$ cat config.mk
export PLATFORM = sky130hd
export DESIGN_NAME = pzb_bank
export DESIGN_NICKNAME = d
export VERILOG_FILES = /design/src/shared/pzb_pkg.sv /design/src/pzb_bank.sv
export VERILOG_INCLUDE_DIRS = /design/src /design/src/shared
export SDC_FILE = /design/constraint.sdc
export NUM_CORES = 1
export LEC_CHECK = 0
export BUFFER_PORTS_ARGS = -buffer_cell sky130_fd_sc_hd__buf_2
export CAP_MARGIN = 20
export CORE_MARGIN = 3
export CORE_UTILIZATION = 40
export DETAILED_ROUTE_END_ITERATION = 6
export PLACE_DENSITY = 0.61
export SLEW_MARGIN = 10
export SYNTH_ARGS = -nofsm -noshare
export SYNTH_HDL_FRONTEND = slang
export SYNTH_SLANG_ARGS = --single-unit
$ cat constraint.sdc
create_clock -name clock -period 4.6 [get_ports clock]
set_input_delay 0 -clock clock [delete_from_list [all_inputs] [get_ports clock]]
set_output_delay 0 -clock clock [all_outputs]
set_load 0.01 [all_outputs]
$ cat src/shared/pzb_defs.svh
// Constants for the page zero status and flag bank.
// Assumes one clock domain and a byte-wide register port.
`ifndef PZB_DEFS_SVH
`define PZB_DEFS_SVH

`define PZB_OFS_PAGE        8'h01
`define PZB_OFS_PN_LO       8'h02
`define PZB_OFS_PN_HI       8'h03
`define PZB_OFS_GRADE       8'h04
`define PZB_OFS_REV         8'h05
`define PZB_OFS_TOOL0       8'h06
`define PZB_OFS_TOOL1       8'h07
`define PZB_OFS_TOOL2       8'h08
`define PZB_OFS_TEMP        8'h09
`define PZB_OFS_PKG         8'h0a
`define PZB_OFS_ADDR        8'h0b
`define PZB_OFS_SYS_LIVE    8'h0c
`define PZB_OFS_IN_LIVE     8'h0d
`define PZB_OFS_LOOP_LIVE   8'h0e
`define PZB_OFS_CAL_LIVE    8'h0f
`define PZB_OFS_SYS_STICKY  8'h11
`define PZB_OFS_IN_STICKY   8'h12
`define PZB_OFS_LOOP_STICKY 8'h13
`define PZB_OFS_CAL_STICKY  8'h14
`define PZB_OFS_HOLD_CTL    8'h16
`define PZB_OFS_SYS_MASK    8'h17
`define PZB_OFS_IN_MASK     8'h18
`define PZB_OFS_LOOP_MASK   8'h19
`define PZB_OFS_CAL_MASK    8'h1a

// Implemented bits of the system status byte: 0,1,2,3,5
`define PZB_SYS_BITS        8'h2f
`define PZB_CAL_BITS        8'hf0
`define PZB_HOLD_CTL_BITS   8'h0f

`define PZB_RST_PAGE        8'h00
`define PZB_RST_ADDR        7'h68
`define PZB_RST_SYS_MASK    8'h35
`define PZB_RST_IN_MASK     8'h00
`define PZB_RST_LOOP_MASK   8'h00
`define PZB_RST_CAL_MASK    8'h00

`endif

$ cat src/shared/pzb_pkg.sv
// Types for the page zero status and flag bank.
// Assumes pzb_defs.svh supplies the numeric constants.
package pzb_pkg;
	typedef logic [7:0] pzb_byte_t;
	typedef logic [7:0] pzb_page_t;
endpackage

$ cat src/pzb_bank.sv
// Page zero register bank: page selector, identity bytes, live status,
// sticky flags with write-zero clear, and interrupt masks.
// Assumes a serial-port front end on the same clock gives one-cycle
// read/write strobes with a byte address and data; status inputs are
// asynchronous and are synchronised here.
//
// How it works
// - Eight-bit page selector picks one of 256.
// - Page selector answers at low address 0x01.
// - Read gives page, write switches page at once.
// - Read-only part number, one nibble per digit.
// - Read-only grade code, 0..3 mean A..D.
// - Read-only revision, 0 means A upward.
// - Writable 7-bit target address in bits 6:0.
// - Bit 0 high while system calibrates.
// - Bits 1,2 show reference pins/input absent.
// - Bit 3 shows reference lock trouble.
// - Bit 5 shows serial bus timeout.
// - Live per-input absent bits 3:0, unlatched.
// - Live per-input out-of-frequency bits 7:4.
// - Loop unlocked bits 3:0, loop A lowest.
// - Loop holdover bits 7:4, loop A bit 4.
// - Loop calibration busy bits 7:4.
// - System flags sticky until host writes zero.
// - Per-input sticky absent and frequency flags.
// - Per-loop sticky unlock and holdover flags.
// - Per-loop sticky calibration flags, write-zero clear.
// - Mask bit 0 blocks calibrating flag interrupt.
// - Mask bits 1,2,5 block reference and timeout.
// - Per-input mask blocks absent and frequency flags.
`timescale 1ns/1ps
`include "pzb_defs.svh"
`default_nettype none

module pzb_bank #(
	parameter logic [15:0] PART_NUMBER = 16'h1234, // Arbitrary value
	parameter logic [7:0]  GRADE_CODE  = 8'h00,
	parameter logic [7:0]  REV_CODE    = 8'h00,
	parameter logic [7:0]  TEMP_CODE   = 8'h00,
	parameter logic [7:0]  PKG_CODE    = 8'h00
) (
	input  wire logic       clock,
	input  wire logic       rst,
	input  wire logic       reg_wr,
	input  wire logic       reg_rd,
	input  wire logic [7:0] reg_addr,
	input  wire logic [7:0] reg_wdata,
	output logic      [7:0] reg_rdata,
	output logic      [7:0] active_page,
	output logic      [6:0] serial_target_addr,
	output logic      [3:0] unlock_during_holdover,
	input  wire logic       system_calibrating,
	input  wire logic       ref_pins_no_signal,
	input  wire logic       ref_input_no_signal,
	input  wire logic       ref_lock_problem,
	input  wire logic       serial_bus_timeout,
	input  wire logic [3:0] input_signal_absent,
	input  wire logic [3:0] input_freq_out_of_range,
	input  wire logic [3:0] loop_unlocked,
	input  wire logic [3:0] loop_holdover,
	input  wire logic [3:0] loop_calibrating,
	output logic            irq
);

	pzb_pkg::pzb_page_t page_q;
	pzb_pkg::pzb_byte_t tool0_q, tool1_q, tool2_q;
	pzb_pkg::pzb_byte_t hold_ctl_q;
	pzb_pkg::pzb_byte_t sys_mask_q, in_mask_q, loop_mask_q, cal_mask_q;
	logic [6:0]         addr_q;
	pzb_pkg::pzb_byte_t sys_sticky_q, in_sticky_q;
	pzb_pkg::pzb_byte_t loop_sticky_q, cal_sticky_q;
	pzb_pkg::pzb_byte_t rdata_q;
	logic               irq_q;

	// Raw asynchronous status, packed into register layout
	logic [31:0] raw_status;
	logic [31:0] sync1_q;
	logic [31:0] sync2_q;
	pzb_pkg::pzb_byte_t sys_live, in_live, loop_live, cal_live;

	assign raw_status = {
		loop_calibrating, 4'h0,
		loop_holdover, loop_unlocked,
		input_freq_out_of_range, input_signal_absent,
		2'b00, serial_bus_timeout, 1'b0,
		ref_lock_problem, ref_input_no_signal,
		ref_pins_no_signal, system_calibrating
	};

	// Two-stage synchroniser; only stage two feeds logic
	always_ff @(posedge clock or posedge rst) begin
		if (rst) begin
			sync1_q <= 32'h0000_0000;
			sync2_q <= 32'h0000_0000;
		end else begin
			sync1_q <= raw_status;
			sync2_q <= sync1_q;
		end
	end

	assign sys_live  = sync2_q[7:0] & `PZB_SYS_BITS;
	assign in_live   = sync2_q[15:8];
	assign loop_live = sync2_q[23:16];
	assign cal_live  = sync2_q[31:24] & `PZB_CAL_BITS;

	// Only the page selector is mirrored on every page; identity bytes are page zero only,
	// so decode looks only at the low byte of the address.
	function automatic logic hit(input logic [7:0] a, input logic [7:0] o);
		hit = (a == o);
	endfunction

	function automatic pzb_pkg::pzb_byte_t sticky_next(
		input pzb_pkg::pzb_byte_t cur,
		input pzb_pkg::pzb_byte_t live,
		input logic               wr,
		input pzb_pkg::pzb_byte_t wdata
	);
		pzb_pkg::pzb_byte_t kept;
		kept = wr ? (cur & wdata) : cur; // Zero clears, one keeps
		sticky_next = kept | live;       // Set wins over clear
	endfunction

	// Page selector
	always_ff @(posedge clock or posedge rst) begin
		if (rst) begin
			page_q <= `PZB_RST_PAGE;
		end else if (reg_wr && hit(reg_addr, `PZB_OFS_PAGE)) begin
			page_q <= reg_wdata;
		end
	end

	// Plain read/write configuration bytes, page zero only
	always_ff @(posedge clock or posedge rst) begin
		if (rst) begin
			tool0_q     <= 8'h00;
			tool1_q     <= 8'h00;
			tool2_q     <= 8'h00;
			addr_q      <= `PZB_RST_ADDR;
			hold_ctl_q  <= 8'h00;
			sys_mask_q  <= `PZB_RST_SYS_MASK;
			in_mask_q   <= `PZB_RST_IN_MASK;
			loop_mask_q <= `PZB_RST_LOOP_MASK;
			cal_mask_q  <= `PZB_RST_CAL_MASK;
		end else if (reg_wr && page_q == 8'h00) begin
			if (hit(reg_addr, `PZB_OFS_TOOL0))
				tool0_q <= reg_wdata;
			if (hit(reg_addr, `PZB_OFS_TOOL1))
				tool1_q <= reg_wdata;
			if (hit(reg_addr, `PZB_OFS_TOOL2))
				tool2_q <= reg_wdata;
			if (hit(reg_addr, `PZB_OFS_ADDR))
				addr_q <= reg_wdata[6:0];
			if (hit(reg_addr, `PZB_OFS_HOLD_CTL))
				hold_ctl_q <= reg_wdata & `PZB_HOLD_CTL_BITS;
			if (hit(reg_addr, `PZB_OFS_SYS_MASK))
				sys_mask_q <= reg_wdata;
			if (hit(reg_addr, `PZB_OFS_IN_MASK))
				in_mask_q <= reg_wdata;
			if (hit(reg_addr, `PZB_OFS_LOOP_MASK))
				loop_mask_q <= reg_wdata;
			if (hit(reg_addr, `PZB_OFS_CAL_MASK))
				cal_mask_q <= reg_wdata & `PZB_CAL_BITS;
		end
	end

	// Sticky flags: live status sets, a written zero clears
	always_ff @(posedge clock or posedge rst) begin
		if (rst) begin
			sys_sticky_q  <= 8'h00;
			in_sticky_q   <= 8'h00;
			loop_sticky_q <= 8'h00;
			cal_sticky_q  <= 8'h00;
		end else begin
			sys_sticky_q <= sticky_next(sys_sticky_q, sys_live,
				reg_wr && page_q == 8'h00 &&
				hit(reg_addr, `PZB_OFS_SYS_STICKY), reg_wdata);
			in_sticky_q <= sticky_next(in_sticky_q, in_live,
				reg_wr && page_q == 8'h00 &&
				hit(reg_addr, `PZB_OFS_IN_STICKY), reg_wdata);
			loop_sticky_q <= sticky_next(loop_sticky_q, loop_live,
				reg_wr && page_q == 8'h00 &&
				hit(reg_addr, `PZB_OFS_LOOP_STICKY), reg_wdata);
			cal_sticky_q <= sticky_next(cal_sticky_q, cal_live,
				reg_wr && page_q == 8'h00 &&
				hit(reg_addr, `PZB_OFS_CAL_STICKY), reg_wdata);
		end
	end

	// Registered interrupt: one cycle behind the flags, glitch free
	always_ff @(posedge clock or posedge rst) begin
		if (rst) begin
			irq_q <= 1'b0;
		end else begin
			irq_q <= |(sys_sticky_q & ~sys_mask_q) |
			         |(in_sticky_q & ~in_mask_q) |
			         |(loop_sticky_q & ~loop_mask_q) |
			         |(cal_sticky_q & ~cal_mask_q);
		end
	end

	// Read data: registered one cycle after the read strobe; other
	// pages answer only at the selector, elsewhere read zero
	always_ff @(posedge clock or posedge rst) begin
		if (rst) begin
			rdata_q <= 8'h00;
		end else if (reg_rd) begin
			if (hit(reg_addr, `PZB_OFS_PAGE)) begin
				rdata_q <= page_q;
			end else if (page_q != 8'h00) begin
				rdata_q <= 8'h00;
			end else begin
				case (reg_addr)
				`PZB_OFS_PN_LO:       rdata_q <= PART_NUMBER[7:0];
				`PZB_OFS_PN_HI:       rdata_q <= PART_NUMBER[15:8];
				`PZB_OFS_GRADE:       rdata_q <= GRADE_CODE;
				`PZB_OFS_REV:         rdata_q <= REV_CODE;
				`PZB_OFS_TOOL0:       rdata_q <= tool0_q;
				`PZB_OFS_TOOL1:       rdata_q <= tool1_q;
				`PZB_OFS_TOOL2:       rdata_q <= tool2_q;
				`PZB_OFS_TEMP:        rdata_q <= TEMP_CODE;
				`PZB_OFS_PKG:         rdata_q <= PKG_CODE;
				`PZB_OFS_ADDR:        rdata_q <= {1'b0, addr_q};
				`PZB_OFS_SYS_LIVE:    rdata_q <= sys_live;
				`PZB_OFS_IN_LIVE:     rdata_q <= in_live;
				`PZB_OFS_LOOP_LIVE:   rdata_q <= loop_live;
				`PZB_OFS_CAL_LIVE:    rdata_q <= cal_live;
				`PZB_OFS_SYS_STICKY:  rdata_q <= sys_sticky_q;
				`PZB_OFS_IN_STICKY:   rdata_q <= in_sticky_q;
				`PZB_OFS_LOOP_STICKY: rdata_q <= loop_sticky_q;
				`PZB_OFS_CAL_STICKY:  rdata_q <= cal_sticky_q;
				`PZB_OFS_HOLD_CTL:    rdata_q <= hold_ctl_q;
				`PZB_OFS_SYS_MASK:    rdata_q <= sys_mask_q;
				`PZB_OFS_IN_MASK:     rdata_q <= in_mask_q;
				`PZB_OFS_LOOP_MASK:   rdata_q <= loop_mask_q;
				`PZB_OFS_CAL_MASK:    rdata_q <= cal_mask_q;
				default:              rdata_q <= 8'h00;
				endcase
			end
		end
	end

	assign reg_rdata              = rdata_q;
	assign active_page            = page_q;
	assign serial_target_addr     = addr_q;
	assign unlock_during_holdover = hold_ctl_q[3:0];
	assign irq                    = irq_q;

endmodule

`default_nettype wire

==> out/metrics.yaml, run 1 <==
run_status:
  status: "finished, final reports clean"
synthesis:
  syn_nets: 666
  ys_ff_latch: 162
  synth_common_cells: "dfrtp_1 (155), mux2_2 (75), o21ai_0 (36)"
  synth_area_leader_cell: "dfrtp_1"
  syn-cell-area_um2: 7230
  synthTopCellsByArea: "dfrtp_1 (54%), mux2_2 (12%), nand2b_1 (2.6%), dfstp_2 (2.5%), o21ai_0 (2.5%)"
  yosysMostFrequentCell: "dfrtp_1"
  synth_top_area_share_pct: 53.6
  syn_avg_cell_area_um2: 11.6
  async_flop_share_pct: 100
  synth_cells: 621
  synth_top_flop_cell: "dfrtp_1"
  synth_warnings: 0
  synth_edf_count: 0
  post_synth_num_cell_types: 57
  yosysSeqAreaShare_pct: 56.2
detailed_routing:
  via_per_inst: 6.03
  firstDrtPassIters: 5
  drc: 0
  drt_wl_total_mm: 24.3
  drt_iter0_drc: 566
  dr_total_vias: 5727
  wl_per_cell_um: 25.6
  ant_nets: 0
power:
  internal_power_mw: 2.52
  p_sw_mw: 0.796
  peakVddDrop_mv: 0.260
  powerDensity_nw_per_um2: 381
  switching_share_pct: 24.0
  power_leakage_nw: 3.91
  power_frac_seq_pct: 46.0
  power.share.combinational_pct: 7.8
  clkPwrFrac_pct: 46.1
worst_setup_path:
  worstPathRequired_ns: 4.90
  r2r_slack_ns: 1.90
  r2r_end: "serial_target_addr[1]"
  reg2reg_depth: 4
  crit_path_start_kind: "flip-flop"
  timing.rr.start: "active_page[1]"
  end_kind: "flip-flop"
  arrival_ns: 3.01
  crit_type: "reg2reg"
  worstPathMaxFanout: 9
sta:
  period_share_pct: 58.7
  fmax_mhz: 370
  final_hold_viol_count: 0
  fin_skew_ns: 0.00771
  min_period_ns: 2.70
  rsz0062_at_grt: "no"
  slew_viol_final: 0
  relSlewSlack_pct: 27.0
  setup_viol: 0
  tightestPinTransition_ns: 1.07
  setup_tns_ns: 0
  fin_ws_ns: 1.90
finish:
  fin_util_pct: 49.8
  final_nets: 756
  n_fill_cell: 1613
  drive_above_1_share_pct: 28.7
  fin_area_um2: 8710
  diodes: 0
  syn_to_final_growth_pct: 20.4
global_route:
  grt_max_degree: 65
  antenna_found_initial: 0
  grt_pass1_vias: 5755
  grt_pass1_wl_mm: 37.0
  grtUsageTotal_pct: 25.3
  grt_overflow: 0
clock_tree:
  postCtsSetupBuffers: 0
  clock_latency_ns: 0.43
  cts_sinks: 162
  cts_root_buf: "clkbuf_16"
  clk_pin_slew_ns: 0.06
  cts-htree-levels: 4
  clk_path_buf_depth: 2
  cts_made_buffers: 17
  tritoncts: "yes"
hold_path:
  min_delay_path_depth: 3
  holdPathEnd: "sys_sticky_q[7]"
  worstHoldStart: "reg_wdata[7]"
  holdCritPathClass: "in2reg"
floorplanning:
  rows: 48
  dieArea_um2: 19700
  die_height_um: 140
  die_x_um: 140
  core-area_um2: 17500
  ioPinCount: 73
  start_util_pct: 41.4
placed_design:
  dp_hpwl_mm: 17.0
  io_buffers: 72
  dpl_cell_area_um2: 7790
  place_ws_ns: 1.93
  place.gp.congestion: 0.953
run:
  timing.max_cap.violations: 0
==> cells in the final DEF (no fill, tap or decap), types with 4 or more instances in the layout <==
cell type,instances
a21oi_1,20
a22o_1,7
a22oi_1,11
a31oi_1,6
a32oi_1,7
and2_1,4
and3_1,4
and4b_1,4
buf_2,73
buf_4,9
bufinv_16,4
clkbuf_16,17
clkinvlp_4,4
dfrtp_1,155
dfstp_2,7
dlygate4sd3_1,28
inv_1,30
inv_6,4
mux2_2,75
mux2i_1,5
nand2_1,26
nand2b_1,30
nand3_1,28
nand4_1,9
nor2_1,13
nor2b_1,11
nor4_1,7
o21a_1,5
o21ai_0,36
o221ai_1,5
o22ai_1,21
or3_1,4
==> sequential cells by signal, summed over array words and instances, names as in the netlist, 7 cells and up <==
name and flops:
loop_mask_q 8, sys_mask_q 8, sys_sticky_q 8, tool0_q 8
loop_sticky_q 8, tool1_q 8, sync1_q 25, reg_rdata 8
in_mask_q 8, tool2_q 8, active_page 8, in_sticky_q 8
sync2_q 25, cal_sticky_q 8, serial_target_addr 7
==> what timing repair did <==
item | 4_1_cts | 5_1_grt
endpoints found under the hold margin | 87 | 0
hold buffers | 28 | 0
gates resized for setup | 0 | 0
==> cells by family (layout without fill, tap and decap cells) <==
group,count (synthesis),after routing,synth area share (%)
buf+inv,70,173,3.81
compound gates,146,146,13.6
simple gates,163,163,14.1
flops,162,162,56.2
mux,80,80,12.4
==> through the flow <==
stage          instances  hold slack, ns  power (mW)
2_1_floorplan        621          0.0314        1.67
3_3_place_gp         888           0.108        1.78
3_5_place_dp         888           0.109        1.79
4_1_cts              948         0.00365        3.34
5_1_grt              949          0.0285        3.43
6_report             949          0.0194        3.31
==> worst max-delay path, cell delays in order, from the launching register on <==
cell and delay [ns]:
dfrtp_1 0.43, nor4_2 0.56, nand3_2 0.44, nor3_2 0.74
mux2_2 0.42
==> power by group through the flow <==
stage               Sequential [mW]  Combinational, mW  Clock (mW)
CTS                            1.52              0.256        1.55
detailed placement             1.55              0.237           0
global placement               1.55              0.235           0
floorplan                      1.53              0.139           0
global route                   1.53              0.280        1.62
finish                         1.53              0.259        1.53
==> how the worst max path moves through the flow <==
stage                                 end            from  depth (start not counted)  slack (ns)
floorplan                  active_page[0]             rst                          1        0.23
global placement            sys_mask_q[3]     reg_addr[4]                          5        1.91
detailed placement  serial_target_addr[1]  active_page[1]                          4        1.93
CTS                 serial_target_addr[1]  active_page[1]                          4        1.92
global route                 in_mask_q[1]  active_page[1]                          4        1.81
finish              serial_target_addr[1]  active_page[1]                          4        1.90
==> final cells by class <==
type | instances | area (um2) | share of cell area (%)
Inverter | 31 | 121 | 1.39
Tap cell | 225 | 282 | 3.23
Multi-Input combinational cell | 389 | 2890 | 33.2
Clock buffer | 21 | 460 | 5.29
Sequential cell | 162 | 4060 | 46.6
Clock inverter | 11 | 176 | 2.03
Timing Repair Buffer | 110 | 713 | 8.19
==> metal layers <==
layer | GRT usage (%) | routed length [um] | vias up
met1 | 35.9 | 10400 | 2951
met2 | 38.1 | 11100 | 289
met5 | 0 | 0 | -
met4 | 7.80 | 562 | 0
met3 | 6.52 | 2300 | 36
li1 | - | - | 2451
Power figures use the tool's default switching activity.
==> run 2: changes to the inputs <==
--- a/config.mk
+++ b/config.mk
@@ -11,7 +11,7 @@
 export CORE_MARGIN = 3
 export CORE_UTILIZATION = 40
 export DETAILED_ROUTE_END_ITERATION = 6
-export PLACE_DENSITY = 0.61
+export PLACE_DENSITY = 0.59
 export SLEW_MARGIN = 10
 export SYNTH_ARGS = -nofsm -noshare
 export SYNTH_HDL_FRONTEND = slang
==> constraint.sdc (replaced) <==
create_clock -name clock -period 2.8 [get_ports clock]
set_input_delay 0 -clock clock [delete_from_list [all_inputs] [get_ports clock]]
set_output_delay 0 -clock clock [all_outputs]
set_load 0.01 [all_outputs]
==> run 2 against run 1 <==
Effect of this change: first-iteration DRC count grew 1.8%; critical path depth grew 1; largest power group unchanged; count of clock-buffer cells in the layout shrank 4; final area grew 2.6%; clock power grew 63%; non-clock buffer count grew 27; maximum frequency grew 11%.
==> out/metrics.yaml, run 2 (synthesis results as in run 1) <==
global_route:
  grtUsageTotal_pct: 25.1  # -0.13 points
  grt_pass1_vias: 5768  # +0.23%
  grt_pass1_wl_mm: 36.8  # -0.56%
  busiest_layer: "met2"
  met2_usage_pct: 38.9  # +0.78 points
  use_met3_pct: 6.35  # -0.17 points
  antenna_found_initial: 1  # +1
  grt_max_degree: 56  # -14%
  grt_use_met1_pct: 35.1  # -0.88 points
  grt_overflow: 0  # unchanged
power:
  power_leakage_nw: 4.05  # +3.7%
  powerDensity_nw_per_um2: 610  # +60%
  peakVddDrop_mv: 0.427  # +64%
detailed_routing:
  drt_iter0_drc: 576  # +1.8%
  drc: 0  # unchanged
  wl_per_cell_um: 24.9  # -2.8%
  firstDrtPassIters: 5  # unchanged
  drt_wl_total_mm: 24.3  # about the same
  ant_nets: 0  # unchanged
  via_per_inst: 6.00  # -0.58%
  dr_total_vias: 5862  # +2.4%
finish:
  multi_input_area_um2: 2890  # unchanged
  mostFrequentLayoutCell: "dfrtp_1"
  drive_above_1_share_pct: 31.4  # +2.7 points
  fin_cells: 977  # +3.0%
  n_fill_cell: 1533  # -5.0%
  layout_common_cells: "dfrtp_1 (155), mux2_2 (75), buf_2 (72), o21ai_0 (36), buf_4 (33)"
  top_regs: "sync1_q x25, sync2_q x25"
  regArea_um2: 4060  # unchanged
  final_nets: 783  # +3.6%
  fin_util_pct: 51.2  # +1.3 points
  syn_to_final_growth_pct: 23.6
placed_design:
  dp_hpwl_mm: 17.1  # +0.52%
  place.gp.congestion: 0.990  # +3.9%
  io_buffers: 72  # unchanged
  place_inst: 914  # +2.9%
worst_setup_path:
  worstPathCellList: "nor4_2 -> nand3_2 -> or3_1 -> o21ai_0 -> nand2b_1"
  reg2reg_depth: 5  # +1
  cp_slowest_cell: "or3_1"
  arrival_ns: 2.75  # -0.26 ns
  critPathLaunch: "active_page[7]"
  crit_path_start_kind: "flip-flop"
  max_stage_delay_ns: 0.69  # -0.05 ns
  end_kind: "flip-flop"
  crit_type: "reg2reg"
  worstPathMaxFanout: 9  # unchanged
  timing.rr.start: "active_page[7]"
  worstPathRequired_ns: 3.12  # -1.78 ns
floorplanning:
  rows: 48  # unchanged
  die_x_um: 140  # unchanged
  ioPinCount: 73  # unchanged
  start_util_pct: 41.4  # unchanged
  core-area_um2: 17500  # unchanged
  die_height_um: 140  # unchanged
  dieArea_um2: 19700  # unchanged
sta:
  tightestPinTransition_ns: 0.777  # -0.290 ns
  fin_skew_ns: 0.0112  # +0.00345 ns
  setup_viol: 0  # unchanged
  relSlewSlack_pct: 47.8  # +21 points
  period_share_pct: 86.6  # +28 points
  slew_viol_final: 0  # unchanged
  fmax_mhz: 412  # +11%
  final_hold_viol_count: 0  # unchanged
  rsz0062_at_grt: "no"
  setup_tns_ns: 0  # unchanged
  hold_ws_ns: 0.0332  # +0.0139 ns
  min_period_ns: 2.42  # -0.277 ns
clock_tree:
  cts_root_buf: "clkbuf_16"
  clk_path_buf_depth: 2  # unchanged
  clk_pin_slew_ns: 0.07  # about the same
  tritoncts: "yes"
  cts-htree-levels: 4  # unchanged
  cts_sinks: 162  # unchanged
  clock_latency_ns: 0.44  # about the same
  cts_made_buffers: 17  # unchanged
  postCtsSetupBuffers: 0  # unchanged
hold_path:
  holdCritPathClass: "in2reg"
  min_delay_path_depth: 3  # unchanged
  worstHoldStart: "reg_wdata[6]"
run:
  timing.max_cap.violations: 0  # unchanged
run_status:
  status: "finished, final reports clean"
-- run 2: cell count changes in the layout (fill, tap and decap cells not counted) --
cell and delta:
clkinv_2 +2, diode_2 +1, bufinv_16 -1, clkbuf_1 -2, clkinvlp_4 -1, buf_4 +24, dlygate4sd3_1 +1, buf_12 +3
clkbuf_8 -2, buf_2 -1, inv_8 +4
-- run 2: timing repair --
action,4_1_cts,5_1_grt
gates resized for setup,0,0
hold endpoints to repair,66,0
hold buffers,29,0
-- run 2: stage by stage --
step,power (mW),worst slack (ns),area [um2]
floorplan,2.75,0.703,7240
global placement,2.95,0.482,8010
detailed placement,2.96,0.408,8010
CTS,5.49,0.387,8920
global route,5.64,0.279,8940
finish,5.45,0.375,8940
-- run 2: layout make-up --
type	instances	area share (%)
clock buffer	17	4.76
timing repair buffer	137	10.7
antenna	1	0.0280
multi-input combinational	389	32.4
clock inverter	15	2.18
inverter	31	1.34
sequential	162	45.4
tap	225	3.15
-- run 2: power breakdown --
group          internal [mW]  switching, mW
registers               2.43         0.0675
clock network           1.44           1.06
logic                  0.175          0.278
-- run 2: worst max-delay path: cells and delay by family, from the launching register on --
kind / cells / cell delay (ns)
flip-flops: 1 / 0.42
AND/OR/NAND/NOR: 4 / 1.62
AO/OA/AOI/OAI: 1 / 0.26
-- run 2: routing by layer --
metal / routed length [um] / part of all wire [%]
met1: 10500 / 43
met2: 11200 / 46
met3: 2070 / 8.5
met4: 527 / 2.2
met5: 0 / 0
-- run 2: final timing paths --
check	slack [ns]	end
worst max-delay path	0.38	sys_sticky_q[5]
worst max register to register	0.38	sys_sticky_q[5]
min in group asynchronous	0.09	in_sticky_q[7]
worst min register to register	0.34	sync2_q[31]
worst min-delay path	0.03	in_mask_q[6]
max in group asynchronous	1.86	sync2_q[16]
==> run 3: changes to the inputs <==
--- a/config.mk
+++ b/config.mk
@@ -8,10 +8,12 @@
 export LEC_CHECK = 0
 export BUFFER_PORTS_ARGS = -buffer_cell sky130_fd_sc_hd__buf_2
 export CAP_MARGIN = 20
+export CELL_PAD_IN_SITES_DETAIL_PLACEMENT = 1
+export CELL_PAD_IN_SITES_GLOBAL_PLACEMENT = 1
 export CORE_MARGIN = 3
 export CORE_UTILIZATION = 40
 export DETAILED_ROUTE_END_ITERATION = 6
-export PLACE_DENSITY = 0.59
+export PLACE_DENSITY = 0.7
 export SLEW_MARGIN = 10
 export SYNTH_ARGS = -nofsm -noshare
 export SYNTH_HDL_FRONTEND = slang
==> run 3 against run 2 <==
Effect of this change: worst setup slack worse by 0.062 ns; global-route usage is 1.6 points higher; via count is 0.61% higher; sequential power hardly changed; first-iteration DRC count is 29% lower; maximum frequency is 2.5% lower; count of clock-buffer cells in the layout stayed put; worst hold slack worse by 0.029 ns; power is 2.7% lower.
==> out/metrics.yaml, run 3 (synthesis results as in run 1) <==
run_status:
  status: "finished, final reports clean"
global_route:
  grt_pass1_wl_mm: 39.2  # +6.5%
  grt_max_degree: 163  # +190%
  grtUsageTotal_pct: 26.7  # +1.6 points
  grt_pass1_vias: 6325  # +9.7%
  grt_overflow: 0  # unchanged
  antenna_found_initial: 0  # -1
floorplanning:
  start_util_pct: 41.4  # unchanged
  core-area_um2: 17500  # unchanged
  die_height_um: 140  # unchanged
  ioPinCount: 73  # unchanged
  die_x_um: 140  # unchanged
  dieArea_um2: 19700  # unchanged
  rows: 48  # unchanged
finish:
  mostFrequentLayoutCell: "dfrtp_1"
  top_regs: "sync1_q x25, sync2_q x25"
  layout_common_cells: "dfrtp_1 (155), mux2_2 (75), buf_2 (72), o21ai_0 (36)"
  drive_above_1_share_pct: 31.0  # -0.47 points
  final_nets: 775  # -1.0%
  diodes: 0  # -1
  n_fill_cell: 1862  # +21%
  fin_area_um2: 8830  # -1.2%
  syn_to_final_growth_pct: 22.1
sta:
  period_share_pct: 88.8  # +2.2 points
  final_hold_viol_count: 0  # unchanged
  fin_skew_ns: 0.0115  # +0.000386 ns
  setup_tns_ns: 0  # unchanged
  fin_ws_ns: 0.313  # -0.0622 ns
  slew_viol_final: 0  # unchanged
  rsz0062_at_grt: "no"
  fmax_mhz: 402  # -2.5%
  min_period_ns: 2.49  # +0.0623 ns
  relSlewSlack_pct: 32.4  # -15 points
  tightestPinTransition_ns: 1.01  # +0.237 ns
  setup_viol: 0  # unchanged
detailed_routing:
  ant_nets: 0  # unchanged
  drt_iter0_drc: 407  # -29%
  wl_per_cell_um: 26.4  # +6.1%
  drc: 0  # unchanged
  drt_wl_total_mm: 25.6  # +5.2%
  via_per_inst: 6.09  # +1.5%
  firstDrtPassIters: 5  # unchanged
  dr_total_vias: 5898  # +0.61%
placed_design:
  dpl_cell_area_um2: 7970  # -0.47%
  place.gp.congestion: 0.922  # -6.9%
  dp_hpwl_mm: 17.9  # +4.6%
  place_ws_ns: 0.363  # -0.0457 ns
  io_buffers: 72  # unchanged
clock_tree:
  tritoncts: "yes"
  clock_latency_ns: 0.44  # about the same
  clk_pin_slew_ns: 0.07  # about the same
  cts_sinks: 162  # unchanged
  postCtsSetupBuffers: 0  # unchanged
  clk_path_buf_depth: 2  # unchanged
  cts_root_buf: "clkbuf_16"
  cts_made_buffers: 17  # unchanged
  cts-htree-levels: 4  # unchanged
worst_setup_path:
  cp_slowest_cell: "or3_1"
  max_stage_delay_ns: 0.71  # +0.02 ns
  end_kind: "flip-flop"
  crit_path_start_kind: "flip-flop"
  worstPathMaxFanout: 9  # unchanged
  worstPathCellList: "nor4_2 -> nand3_2 -> or3_1 -> o21ai_0 -> nand2b_1"
  r2r_slack_ns: 0.31  # -0.06 ns
  worstPathRequired_ns: 3.12  # about the same
  reg2reg_depth: 5  # unchanged
  crit_type: "reg2reg"
  arrival_ns: 2.81  # +0.06 ns
  timing.rr.start: "active_page[1]"
  r2r_end: "sys_sticky_q[5]"
power:
  peakVddDrop_mv: 0.419  # -2.0%
  power_mw: 5.30  # -2.7%
  power_leakage_nw: 3.99  # -1.4%
  powerDensity_nw_per_um2: 600  # -1.5%
hold_path:
  worstHoldStart: "reg_wdata[7]"
  holdCritPathClass: "in2reg"
  min_delay_path_depth: 3  # unchanged
  holdPathEnd: "sys_sticky_q[7]"
run:
  timing.max_cap.violations: 0  # unchanged
==> run 3: changes by cell type in the layout (fill, tap and decap cells not counted), sizes merged <==
cell         previous run  this run
dlygate4sd3            29        27
inv                    38        40
bufinv                  3         1
buf                   108       102
diode                   1         0
==> run 3: worst max path at each step <==
stage / from / to / slack, ns
2_1_floorplan: active_page[7] / in_mask_q[0] / 0.70
3_3_place_gp: reg_addr[4] / in_mask_q[0] / 0.43
3_5_place_dp: active_page[1] / sys_sticky_q[5] / 0.36
4_1_cts: active_page[1] / sys_sticky_q[5] / 0.32
5_1_grt: active_page[1] / tool2_q[7] / 0.19
6_report: active_page[1] / sys_sticky_q[5] / 0.31
==> run 3: worst max-delay path, delay by kind of cell, from the launching register on <==
| kind | cells | cell delay, ns |
|---|---|---|
| compound gates | 1 | 0.29 |
| flops | 1 | 0.43 |
| simple gates | 4 | 1.64 |
==> run 3: timing repair <==
item | in CTS | in global routing
endpoints found under the setup margin | 0 | 0
gates resized for setup | 0 | 0
endpoints found under the hold margin | 181 | 0
hold buffers | 27 | 0
==> run 3: cell type report <==
class | count | area [um2] | share of cell area [%]
timing repair buffer | 129 | 881 | 9.97
sequential | 162 | 4060 | 46.0
clock inverter | 15 | 166 | 1.88
clock buffer | 17 | 425 | 4.82
inverter | 31 | 120 | 1.36
multi-input combinational | 389 | 2890 | 32.8
tap | 225 | 282 | 3.19
==> run 3: power breakdown <==
part | internal, mW | switching (mW)
sequential | 2.43 | 0.0639
clock | 1.27 | 1.08
combinational | 0.165 | 0.283
total | 3.87 | 1.43
==> run 3: through the flow <==
stage | hold WS [ns] | instances | utilization, %
floorplan | 0.0314 | 621 | -
global placement | 0.107 | 909 | 45.6
detailed placement | 0.110 | 909 | 45.6
CTS | 0.00213 | 968 | 50.5
global route | 0.0303 | 968 | 50.5
finish | 0.00461 | 968 | 50.5
==> run 3: metal layers <==
metal	wire length (um)	track usage, %	up-vias
met2	11900	41.4	259
li1	-	-	2506
met1	10700	35.0	3071
met4	871	10.7	0
met3	2110	8.43	62
met5	0	0	-
